## config.mk

```make
export PLATFORM = sky130hd
export DESIGN_NAME = slo_strap_ctrl
export DESIGN_NICKNAME = d
export VERILOG_FILES = /design/src/slo_pkg.sv /design/src/slo_strap_ctrl.sv
export VERILOG_INCLUDE_DIRS = /design/src
export SDC_FILE = /design/constraint.sdc
export NUM_CORES = 1
export LEC_CHECK = 0
export BUFFER_PORTS_ARGS = -buffer_cell sky130_fd_sc_hd__clkbuf_2
export CORE_MARGIN = 1.5
export CORE_UTILIZATION = 42
export DETAILED_ROUTE_END_ITERATION = 8
export PLACE_DENSITY = 0.73
export SLEW_MARGIN = 20
export SYNTH_ARGS = -nofsm -noshare
export SYNTH_HDL_FRONTEND = slang
export SYNTH_SLANG_ARGS = --single-unit
```

## constraint.sdc

```tcl
create_clock -name mclk -period 1.36 [get_ports mclk]
set_input_delay 0.272 -clock mclk [delete_from_list [all_inputs] [get_ports mclk]]
set_output_delay 0.272 -clock mclk [all_outputs]
set_load 0.05 [all_outputs]
```

## src/slo_regs.svh

```systemverilog
// register offsets, field positions, reset values and codes for the strap and output-mode control
`ifndef SLO_REGS_SVH
`define SLO_REGS_SVH

`define SLO_OFF_CTRL       12'h000
`define SLO_OFF_REQ        12'h004
`define SLO_OFF_STATUS     12'h008
`define SLO_OFF_TEST       12'h00C

`define SLO_CTRL_DISP_SEL  0
`define SLO_CTRL_SE_SEL    1
`define SLO_CTRL_RST       32'h0000_0000

`define SLO_REQ_A_MODE     0
`define SLO_REQ_A_SEL      1
`define SLO_REQ_B_MODE     2
`define SLO_REQ_B_SEL      3
`define SLO_REQ_C_MODE     4
`define SLO_REQ_C_SEL      5
`define SLO_REQ_D_MODE     6
`define SLO_REQ_D_SEL      7
`define SLO_REQ_E_MODE     8
`define SLO_REQ_F_MODE     9
`define SLO_REQ_RST        32'h0000_0000

`define SLO_TEST_DIV_RST   8'h02

`define SLO_FS_100         3'h5
`define SLO_FS_133         3'h1
`define SLO_FS_166         3'h3
`define SLO_FS_200         3'h2
`define SLO_FS_266         3'h0
`define SLO_FS_333         3'h4
`define SLO_FS_400         3'h6
`define SLO_FS_RSVD        3'h7

`define SLO_MHZ_REF        16'd100
`define SLO_MHZ_DISP       16'd96

`endif

```

## src/slo_pkg.sv

```systemverilog
// types for the strap latch and output-mode control
package slo_pkg;
	typedef enum logic [1:0] {
		SLO_ST_WAIT = 2'b00,
		SLO_ST_RUN  = 2'b01,
		SLO_ST_PD   = 2'b11,
		SLO_ST_TEST = 2'b10
	} slo_state_t;
endpackage

```

## src/slo_strap_ctrl.sv

```systemverilog
// strap capture, power-down, stop/request pin handling and output-mode control
//
// Summary of operation
// - on power-good rising, latch frequency, debug, test and shared-pin straps
// - after latching, outside test operation, power-good pin low means power-down
// - extra-pair strap high: shared pins are clocks, else stop inputs
// - debug strap high: shared pair is debug clock, else reference pair
// - overclock-lock strap latched at power-up; only reported on overclock_locked and in status
// - cpu-stop input low stops cpu clocks, high runs them
// - pci-stop input low stops stoppable pci clocks, high runs them
// - request pins a and c low enable selected reference 0 or 2
// - request pins b and d low enable selected reference 1 or 4
// - request pin e low enables reference 6, high disables
// - request pin f low enables reference 8, high disables
// - request pin modes from registers; default pins are clock outputs
// - first pair carries reference 0 or 96 MHz display; default reference
// - second pair differential reference 1 or two single-ended clocks
// - test-select strap high at power-good enters test operation
// - test: mode high gives ref/N on outputs, low gives high impedance
// - latched frequency code sets cpu clock; 111 reserved
// - reference and display clocks fixed regardless
`timescale 1ns/100ps
`default_nettype none
`include "slo_regs.svh"

module slo_strap_ctrl (
	input  wire logic        mclk,
	input  wire logic        rst_n,
	input  wire logic        clk_en,
	input  wire logic        power_good_powerdown_pin,
	input  wire logic        freq_select_bit0,
	input  wire logic        freq_select_bit1,
	input  wire logic        freq_select_bit2,
	input  wire logic        extra_pair_enable_strap,
	input  wire logic        debug_port_clock_strap,
	input  wire logic        overclock_lock_strap,
	input  wire logic        test_select_strap,
	input  wire logic        test_mode_in,
	input  wire logic        cpu_stop_n,
	input  wire logic        pci_stop_n,
	input  wire logic        clk_request_a_n,
	input  wire logic        clk_request_b_n,
	input  wire logic        clk_request_c_n,
	input  wire logic        clk_request_d_n,
	input  wire logic        clk_request_e_n,
	input  wire logic        clk_request_f_n,
	input  wire logic        psel,
	input  wire logic        penable,
	input  wire logic        pwrite,
	input  wire logic [11:0] paddr,
	input  wire logic [31:0] pwdata,
	output logic      [31:0] prdata,
	output logic             pready,
	output logic             pslverr,
	output logic             powered_down,
	output logic             straps_valid,
	output logic      [2:0]  freq_select,
	output logic      [15:0] cpu_mhz,
	output logic             cpu_freq_reserved,
	output logic             overclock_locked,
	output logic             extra_pair_clock_mode,
	output logic             stop_inputs_mode,
	output logic             cpu_debug_clock,
	output logic             test_enable_latch,
	output logic             test_refdiv_out,
	output logic             test_hiz,
	output logic      [7:0]  test_div,
	output logic             cpu_clk_en,
	output logic             pci_stoppable_en,
	output logic      [8:0]  serial_ref_clock_en,
	output logic             display_96m_clock,
	output logic             single_ended_out1,
	output logic             single_ended_out2,
	output logic      [15:0] ref_mhz,
	output logic      [15:0] display_mhz
);

	slo_pkg::slo_state_t state;
	slo_pkg::slo_state_t next_state;
	logic        pg_q;
	logic        pg_rise;
	logic [31:0] ctrl;
	logic [31:0] req_cfg;
	logic        wr_en;
	logic        addr_ok;
	logic        run_st;
	logic        test_st;
	logic [8:0]  next_en_out;

	function automatic logic [15:0] fs_to_mhz(input logic [2:0] fs);
		case (fs)
			`SLO_FS_100: fs_to_mhz = 16'd100;
			`SLO_FS_133: fs_to_mhz = 16'd133;
			`SLO_FS_166: fs_to_mhz = 16'd166;
			`SLO_FS_200: fs_to_mhz = 16'd200;
			`SLO_FS_266: fs_to_mhz = 16'd266;
			`SLO_FS_333: fs_to_mhz = 16'd333;
			`SLO_FS_400: fs_to_mhz = 16'd400;
			default:     fs_to_mhz = 16'd0;
		endcase
	endfunction

	function automatic logic [3:0] ref_idx(input logic sel,
		input logic [3:0] lo, input logic [3:0] hi);
		ref_idx = sel ? hi : lo;
	endfunction

	assign pg_rise = power_good_powerdown_pin & ~pg_q;

	always_ff @(posedge mclk or negedge rst_n) begin
		if (!rst_n) begin
			pg_q <= 1'b0;
		end else if (clk_en) begin
			pg_q <= power_good_powerdown_pin;
		end
	end

	// strap capture only on power-good rising edge
	always_ff @(posedge mclk or negedge rst_n) begin
		if (!rst_n) begin
			freq_select           <= 3'h0;
			extra_pair_clock_mode <= 1'b0;
			cpu_debug_clock       <= 1'b0;
			overclock_locked      <= 1'b0;
			test_enable_latch     <= 1'b0;
			straps_valid          <= 1'b0;
		end else if (clk_en && pg_rise) begin
			freq_select           <= {freq_select_bit2, freq_select_bit1,
				freq_select_bit0};
			extra_pair_clock_mode <= extra_pair_enable_strap;
			cpu_debug_clock       <= debug_port_clock_strap;
			overclock_locked      <= overclock_lock_strap;
			test_enable_latch     <= test_select_strap;
			straps_valid          <= 1'b1;
		end
	end

	always_comb begin
		next_state = state;
		case (state)
			slo_pkg::SLO_ST_WAIT: begin
				if (pg_rise) begin
					next_state = test_select_strap ? slo_pkg::SLO_ST_TEST
						: slo_pkg::SLO_ST_RUN;
				end
			end
			slo_pkg::SLO_ST_RUN: begin
				if (!power_good_powerdown_pin) begin
					next_state = slo_pkg::SLO_ST_PD;
				end
			end
			slo_pkg::SLO_ST_PD: begin
				if (power_good_powerdown_pin) begin
					next_state = test_select_strap ? slo_pkg::SLO_ST_TEST
						: slo_pkg::SLO_ST_RUN;
				end
			end
			slo_pkg::SLO_ST_TEST: begin
				next_state = slo_pkg::SLO_ST_TEST;
			end
			default: next_state = slo_pkg::SLO_ST_WAIT;
		endcase
	end

	always_ff @(posedge mclk or negedge rst_n) begin
		if (!rst_n) begin
			state <= slo_pkg::SLO_ST_WAIT;
		end else if (clk_en) begin
			state <= next_state;
		end
	end

	// apb slave, zero wait states
	assign pready  = 1'b1;
	assign addr_ok = (paddr == `SLO_OFF_CTRL) || (paddr == `SLO_OFF_REQ)
		|| (paddr == `SLO_OFF_STATUS) || (paddr == `SLO_OFF_TEST);
	assign pslverr = psel & penable & ~addr_ok;
	assign wr_en   = clk_en & psel & penable & pwrite;

	always_ff @(posedge mclk or negedge rst_n) begin
		if (!rst_n) begin
			ctrl     <= `SLO_CTRL_RST;
			req_cfg  <= `SLO_REQ_RST;
			test_div <= `SLO_TEST_DIV_RST;
		end else if (wr_en) begin
			case (paddr)
				`SLO_OFF_CTRL: ctrl <= pwdata & 32'h0000_0003;
				`SLO_OFF_REQ:  req_cfg <= pwdata & 32'h0000_03FF;
				`SLO_OFF_TEST: test_div <= pwdata[7:0];
				default: ;
			endcase
		end
	end

	always_ff @(posedge mclk or negedge rst_n) begin
		if (!rst_n) begin
			prdata <= 32'h0000_0000;
		end else if (clk_en && psel && !penable && !pwrite) begin
			case (paddr)
				`SLO_OFF_CTRL:   prdata <= ctrl;
				`SLO_OFF_REQ:    prdata <= req_cfg;
				`SLO_OFF_STATUS: prdata <= {22'h0, state, straps_valid,
					test_enable_latch, overclock_locked, cpu_debug_clock,
					extra_pair_clock_mode, freq_select};
				`SLO_OFF_TEST:   prdata <= {24'h0, test_div};
				default:         prdata <= 32'h0000_0000;
			endcase
		end
	end

	// output modes and gating
	assign run_st  = (state == slo_pkg::SLO_ST_RUN);
	assign test_st = (state == slo_pkg::SLO_ST_TEST);

	always_comb begin
		logic [8:0] en;
		en = {9{run_st}};
		// request pins in request mode gate their selected outputs
		if (req_cfg[`SLO_REQ_A_MODE] && clk_request_a_n) begin
			en[ref_idx(req_cfg[`SLO_REQ_A_SEL], 4'h0, 4'h2)] = 1'b0;
		end
		if (req_cfg[`SLO_REQ_C_MODE] && clk_request_c_n) begin
			en[ref_idx(req_cfg[`SLO_REQ_C_SEL], 4'h0, 4'h2)] = 1'b0;
		end
		if (req_cfg[`SLO_REQ_B_MODE] && clk_request_b_n) begin
			en[ref_idx(req_cfg[`SLO_REQ_B_SEL], 4'h1, 4'h4)] = 1'b0;
		end
		if (req_cfg[`SLO_REQ_D_MODE] && clk_request_d_n) begin
			en[ref_idx(req_cfg[`SLO_REQ_D_SEL], 4'h1, 4'h4)] = 1'b0;
		end
		if (req_cfg[`SLO_REQ_E_MODE] && clk_request_e_n) begin
			en[6] = 1'b0;
		end
		if (req_cfg[`SLO_REQ_F_MODE] && clk_request_f_n) begin
			en[8] = 1'b0;
		end
		// pins used as request inputs carry no clock
		if (req_cfg[`SLO_REQ_C_MODE] || req_cfg[`SLO_REQ_D_MODE]) begin
			en[3] = 1'b0;
		end
		if (req_cfg[`SLO_REQ_E_MODE] || req_cfg[`SLO_REQ_F_MODE]) begin
			en[7] = 1'b0;
		end
		if (!extra_pair_clock_mode) begin
			en[5] = 1'b0;
		end
		if (cpu_debug_clock) begin
			en[8] = 1'b0;
		end
		if (ctrl[`SLO_CTRL_DISP_SEL]) begin
			en[0] = 1'b0;
		end
		if (ctrl[`SLO_CTRL_SE_SEL]) begin
			en[1] = 1'b0;
		end
		next_en_out = en;
	end

	// reference output enables
	always_ff @(posedge mclk or negedge rst_n) begin
		if (!rst_n) begin
			serial_ref_clock_en <= 9'h000;
		end else if (clk_en) begin
			serial_ref_clock_en <= next_en_out;
		end
	end

	// role of the shared stop pins
	always_ff @(posedge mclk or negedge rst_n) begin
		if (!rst_n) begin
			stop_inputs_mode <= 1'b0;
		end else if (clk_en) begin
			stop_inputs_mode <= straps_valid & ~extra_pair_clock_mode;
		end
	end

	// stop inputs gate only while the shared pins are inputs
	always_ff @(posedge mclk or negedge rst_n) begin
		if (!rst_n) begin
			cpu_clk_en       <= 1'b0;
			pci_stoppable_en <= 1'b0;
		end else if (clk_en) begin
			cpu_clk_en       <= run_st
				& (extra_pair_clock_mode | cpu_stop_n);
			pci_stoppable_en <= run_st
				& (extra_pair_clock_mode | pci_stop_n);
		end
	end

	// pair modes
	always_ff @(posedge mclk or negedge rst_n) begin
		if (!rst_n) begin
			display_96m_clock <= 1'b0;
			single_ended_out1 <= 1'b0;
			single_ended_out2 <= 1'b0;
		end else if (clk_en) begin
			display_96m_clock <= run_st
				& ctrl[`SLO_CTRL_DISP_SEL];
			single_ended_out1 <= run_st
				& ctrl[`SLO_CTRL_SE_SEL];
			single_ended_out2 <= run_st
				& ctrl[`SLO_CTRL_SE_SEL];
		end
	end

	// power-down indication
	always_ff @(posedge mclk or negedge rst_n) begin
		if (!rst_n) begin
			powered_down <= 1'b0;
		end else if (clk_en) begin
			powered_down <= (state == slo_pkg::SLO_ST_PD);
		end
	end

	// test clock operation
	always_ff @(posedge mclk or negedge rst_n) begin
		if (!rst_n) begin
			test_refdiv_out <= 1'b0;
			test_hiz        <= 1'b0;
		end else if (clk_en) begin
			test_refdiv_out <= test_st & test_mode_in;
			test_hiz        <= test_st & ~test_mode_in;
		end
	end

	// cpu frequency from the latched code
	always_ff @(posedge mclk or negedge rst_n) begin
		if (!rst_n) begin
			cpu_freq_reserved <= 1'b0;
			cpu_mhz           <= 16'd0;
		end else if (clk_en) begin
			cpu_freq_reserved <= straps_valid
				& (freq_select == `SLO_FS_RSVD);
			cpu_mhz           <= fs_to_mhz(freq_select);
		end
	end

	// fixed-frequency domains
	always_ff @(posedge mclk or negedge rst_n) begin
		if (!rst_n) begin
			ref_mhz     <= 16'd0;
			display_mhz <= 16'd0;
		end else if (clk_en) begin
			ref_mhz     <= `SLO_MHZ_REF;
			display_mhz <= `SLO_MHZ_DISP;
		end
	end

endmodule // slo_strap_ctrl
`default_nettype wire

```

== After elaboration in Yosys (flattened, before gate mapping) ==
Cells that the tools add are included.
Cells by class
  $lt $le $gt $ge: 8
  equal/unequal tests: 16
  muxes and demuxes: 31
  bitwise logic cells: 28
  reduce and logical (&&, ||, !) cells: 28
Operators with widths (count)
  $pmux 9 s7: 1
  $pmux 10 s4: 1
  $and 9x9->9: 4
  $mux 9: 4
  $not 9->9: 4
  $eq 12x4->1 const B: 2
  $demux 1 s4: 4
  $and 1x1->1: 14
  $logic_and 1x1->1: 14
  $eq 12x3->1 const B: 1
  $eq 3x3->1 const B: 4
  $logic_not 12->1: 1
  $mux 1: 12
  $mux 2: 6
  $lt 2x5->1 const B: 2
  $lt 3x5->1 const B: 2
  $pmux 2 s4: 1
  $eq 3x2->1 const B: 2
  $ge 3x1->1 const B: 2
  $mux 3: 2
  $ne 2x2->1 const B: 3
  $reduce_and 2->1: 3
  $logic_or 1x1->1: 5
  $eq 2x2->1 const B: 2
  other kinds (9): 15
Word-level totals
  register bits: 99
  bits of input ports: 67
  output and inout port bits: 117
  word-level logic and storage cells: 136

== Longest topological paths before layout ==
  word-level depth: 16
  mapped depth: 6
  depth with buffers taken out: 5

== Least setup slack after synthesis ==
Ideal clock, no wire load.
  path type: reg-to-reg
  start: register freq_select[1]
  end: register cpu_mhz[2]
  library setup time: 0.125 ns
  data arrival time: 1.384 ns
  data required time: 1.235 ns
  slack: -0.149 ns
  stages on the path, launching flop included: 5
  buffers on the path: 1
  period minus slack after synthesis: 1.509 ns
  cells stage by stage: dfrtp_1 -> clkbuf_1 -> and2_1 -> nor2_1 -> mux2_2
On the way
  longest elaborated chain between the ends: 2
  elaborated cells between the ends (all ways): 8
  those cells by class: eq/ne (6); mux (1); reduce/logical (1)
Ends and longest elaborated chain
  from (decl): RTL line slo_strap_ctrl.sv:57  | output logic [2:0] freq_select,
  from (signal assigned): RTL line slo_strap_ctrl.sv:128  | freq_select <= {freq_select_bit2, freq_select_bit1,
  $eq 3x3->1, or another cell as far along: RTL line slo_strap_ctrl.sv:91  | case (fs)
  $pmux 9 s7 (*): RTL line slo_strap_ctrl.sv:91
  to (signal assigned): RTL line slo_strap_ctrl.sv:334  | cpu_mhz <= fs_to_mhz(freq_select);
  to (decl): RTL line slo_strap_ctrl.sv:58  | output logic [15:0] cpu_mhz,
Every way passes the cells marked *; elsewhere a longest branch is shown, timed or not.
A chain may end at the register's enable or synchronous reset.

== Worst setup path in the final report ==
  start: register state[0]
  end: register state[1]
On the way
  longest elaborated chain between the ends: 3
  elaborated cells between the ends (all ways): 9
  those cells by class: eq/ne (6); mux (1); reduce/logical (2)
Ends and longest elaborated chain
  from (decl): RTL line slo_strap_ctrl.sv:78  | slo_pkg::slo_state_t state;
  from (signal assigned): RTL line slo_strap_ctrl.sv:167  | state <= slo_pkg::SLO_ST_WAIT;
  from (signal assigned): RTL line slo_strap_ctrl.sv:169  | state <= next_state;
  $eq 2x1->1, or another cell as far along: RTL line slo_strap_ctrl.sv:140  | case (state)
  $ne 2x2->1 (no source line)
  $reduce_and 4->1 (no source line)
Several ways; a longest one is shown, not always the timed one.

==> results.md <==
Place
- sum of net half-perimeters after detailed placement: 6420 µm
- placer congestion estimate: 0.839
- number of cells in the design after placement: 567
- I/O Buffers: 104
- pre-CTS setup slack: -0.316 ns

Synthesis
- count of unique library cells instantiated by Yosys: 43
- sequential fraction of the synthesis area: 47.1%
- post-synthesis sequential element count: 69
- async set-or-reset flop fraction in the synthesized netlist: 100%
- Synth warnings: 0
- main flop type after synthesis: dfrtp_1
- cell area after synthesis: 3660 µm²
- mean area per synthesized cell: 10.6 µm²
- Syn Inst Count: 347
- number of enable-type register cells in the synthesized netlist: 0

Critical path
- Max FO, Critical Path: 4
- worst endpoint required time: 1.59 ns
- ordered list of cells on the worst path: ha_2 -> nor3_2 -> o21a_1 -> mux2_4
- critical path capture point type: flop
- Critical Path Source Type: flop
- master of the slowest instance on the critical path: dfrtp_2
- CP peak stage delay: 0.45 ns
- arrival time at the worst endpoint: 1.67 ns
- kind of critical path: flop to flop

Power
- total leakage power: 2.37 nW
- overall power after layout: 6.68 mW
- power density over cell area: 1420 nW/µm²
- worst vdd rail ir drop: 0.00120 V

Finish
- number of nets in the final layout: 549
- share of final-layout standard cells stronger than drive strength 1: 45.5%
- most common cell after layout, fill and taps aside: clkbuf_2
- number of diodes added for antenna fixing: 0
- P&R area growth vs syn: 28.7%
- fill count: 748
- commonest non-fill, non-tap cells in the layout: clkbuf_2 (89), dfrtp_1 (63), conb_1 (57)
- Final Non-Filler Cells: 588

Floorplanning
- count of boundary I/O pins: 184
- initial cell density of the core: 43.9%
- die outline height: 96.4 µm
- number of placement rows: 33
- die outline area: 9290 µm²
- x dimension of the die: 96.4 µm
- Core Region: 8340 µm²

Global routing
- total global routing track utilization: 20.0%
- leftover overflow at the end of global routing: 0
- number of global-route vias before repair: 2,728
- initial antenna violation count: 0
- wire length of the first global-routing pass: 13,700 µm
- maximum number of pins on one net before global-route repair: 70

Run status
- result of the run: complete, but fails checks
- violated checks: setup timing

CTS
- maximum level of the CTS H-tree: 3
- Num CTS Buffers: 9
- worst-skew pair later-pin latency: 0.35 ns
- count of clock tree sinks: 69
- root buffer cell: clkbuf_8
- Clock Path Buffers: 2
- clock slew seen by the registers of the worst setup and hold paths: 0.09 ns
- TritonCTS clock tree: built

Timing
- hold_ws: 0.148 ns
- final setup margin: -0.0821 ns
- Max Freq: 0.693 GHz
- Final Critical Period: 1.44 ns
- unrepaired setup endpoints after global routing: true
- final max-slew violation count: 0
- Final setup viols: 4
- Worst Skew: 0.0138 ns
- final hold violation count: 0
- final worst-path cycle share: 106%

Drt
- detailed-route via count: 2,819
- drt first pass iters: 4
- wire per inst: 14.9 µm
- total wirelength of the detailed-routed design: 8770 µm
- count of antenna-violating nets left after detailed routing: 0
- DRC viols: 0
- number of vias per cell after detailed routing: 4.79
- violation count after the first detailed-route iteration: 181

Hold path
- class of the tightest hold or removal check: primary input to flop

Flow run
- reported max-cap violation count: 0

## power by group
group / leakage, nW / internal (mW) / switching [mW]
sequential: 0.902 / 2.27 / 0.179
clock: 0.109 / 1.22 / 0.809
combinational: 1.36 / 0.649 / 1.56
total: 2.37 / 4.14 / 2.55
## worst paths after layout
kind,slack [ns],end,depth (start not counted),from
worst max register to register,-0.08,state[1],4,state[0]
max in group asynchronous,0.56,test_div[1],3,rst_n
worst max-delay path,-0.08,state[1],4,state[0]
min in group asynchronous,0.48,cpu_mhz[0],3,rst_n
worst min register to register,0.49,prdata[8],2,prdata[8]
worst min-delay path,0.15,extra_pair_clock_mode,2,extra_pair_enable_strap
## cells by family (layout without fill, tap and decap cells)
logic type	after synthesis	count (layout)	share of synthesized area, %
AO/OA/AOI/OAI	51	51	8.64
XOR/XNOR	3	3	0.717
adder cells (fa/ha/maj)	4	4	1.37
buffers and inverters	101	182	16.8
flip-flops	69	69	47.1
multiplexers	45	45	13.7
other	2	57	0.205
AND/OR/NAND/NOR	72	72	11.5
## timing repair
item / CTS / global route
pin swaps: 6 / 4
gates cloned: 0 / 0
endpoints found under the hold margin: 68 / 0
resized for setup: 14 / 29
setup buffers: 4 / 0
hold buffers: 1 / 0
setup endpoints to repair: 10 / 16
## cells in the mapped netlist (all sizes together), types with 2 or more instances
cell	instances	area share (%)
mux2	40	12
xor2	2	0.48
clkbuf	10	1.0
o32ai	3	0.72
a22oi	8	1.6
nor2b	2	0.34
buf	66	13
ha	4	1.4
o31ai	2	0.41
or2	2	0.34
inv	25	2.6
o211ai	2	0.41
nand2	21	2.2
mux2i	5	1.4
nand2b	2	0.34
a21oi	3	0.41
nor2	11	1.1
dfrtp	68	46
conb	2	0.20
o22a	2	0.48
and3	3	0.55
nor3	3	0.41
nand4	5	1.0
nand3b	3	0.61
o22ai	4	0.68
nand3	14	2.2
o21ai	24	3.3
nor4	2	1.2
## worst max-delay path, delay by kind of cell (launching register included)
| kind | cells | cell delay [ns] |
|---|---|---|
| adders and majority gates | 1 | 0.21 |
| and+or+nand+nor | 1 | 0.18 |
| muxes | 1 | 0.31 |
| DFF | 1 | 0.45 |
| AOI/OAI and AO/OA | 1 | 0.19 |
## area by class of cell
class	count	area (µm²)	share of cell area, %
clock inverter	6	113	2.39
multi-input combinational	232	1600	33.8
clock buffer	10	128	2.71
sequential	69	1730	36.8
timing repair buffer	141	921	19.5
tap	105	131	2.79
inverter	25	93.8	1.99
## per-layer routing
metal | up-vias | GRT usage, % | share of wire, %
met5 | - | 0 | 0
li1 | 1323 | - | -
met1 | 1354 | 26.3 | 44
met2 | 130 | 31.6 | 47
met3 | 12 | 5.87 | 6.9
met4 | 0 | 6.64 | 1.7
## sequential cells by signal, indices dropped and copies added (netlist names), 2 cells and up
register / flops
freq_select: 3
req_cfg: 10
state: 2
serial_ref_clock_en: 9
ctrl: 2
cpu_mhz: 9
test_div: 8
prdata: 10
## per-stage QoR
step	cell area [µm²]	utilization [%]	TNS, ns
after floorplan	3920	-	-1.49
after global routing	4720	56.5	-0.558
final	4720	56.5	-0.169
after detailed placement	4320	51.8	-5.59
after global placement	4320	51.8	-5.09
after CTS	4660	55.9	-0.298
Power figures use the tool's default switching activity.
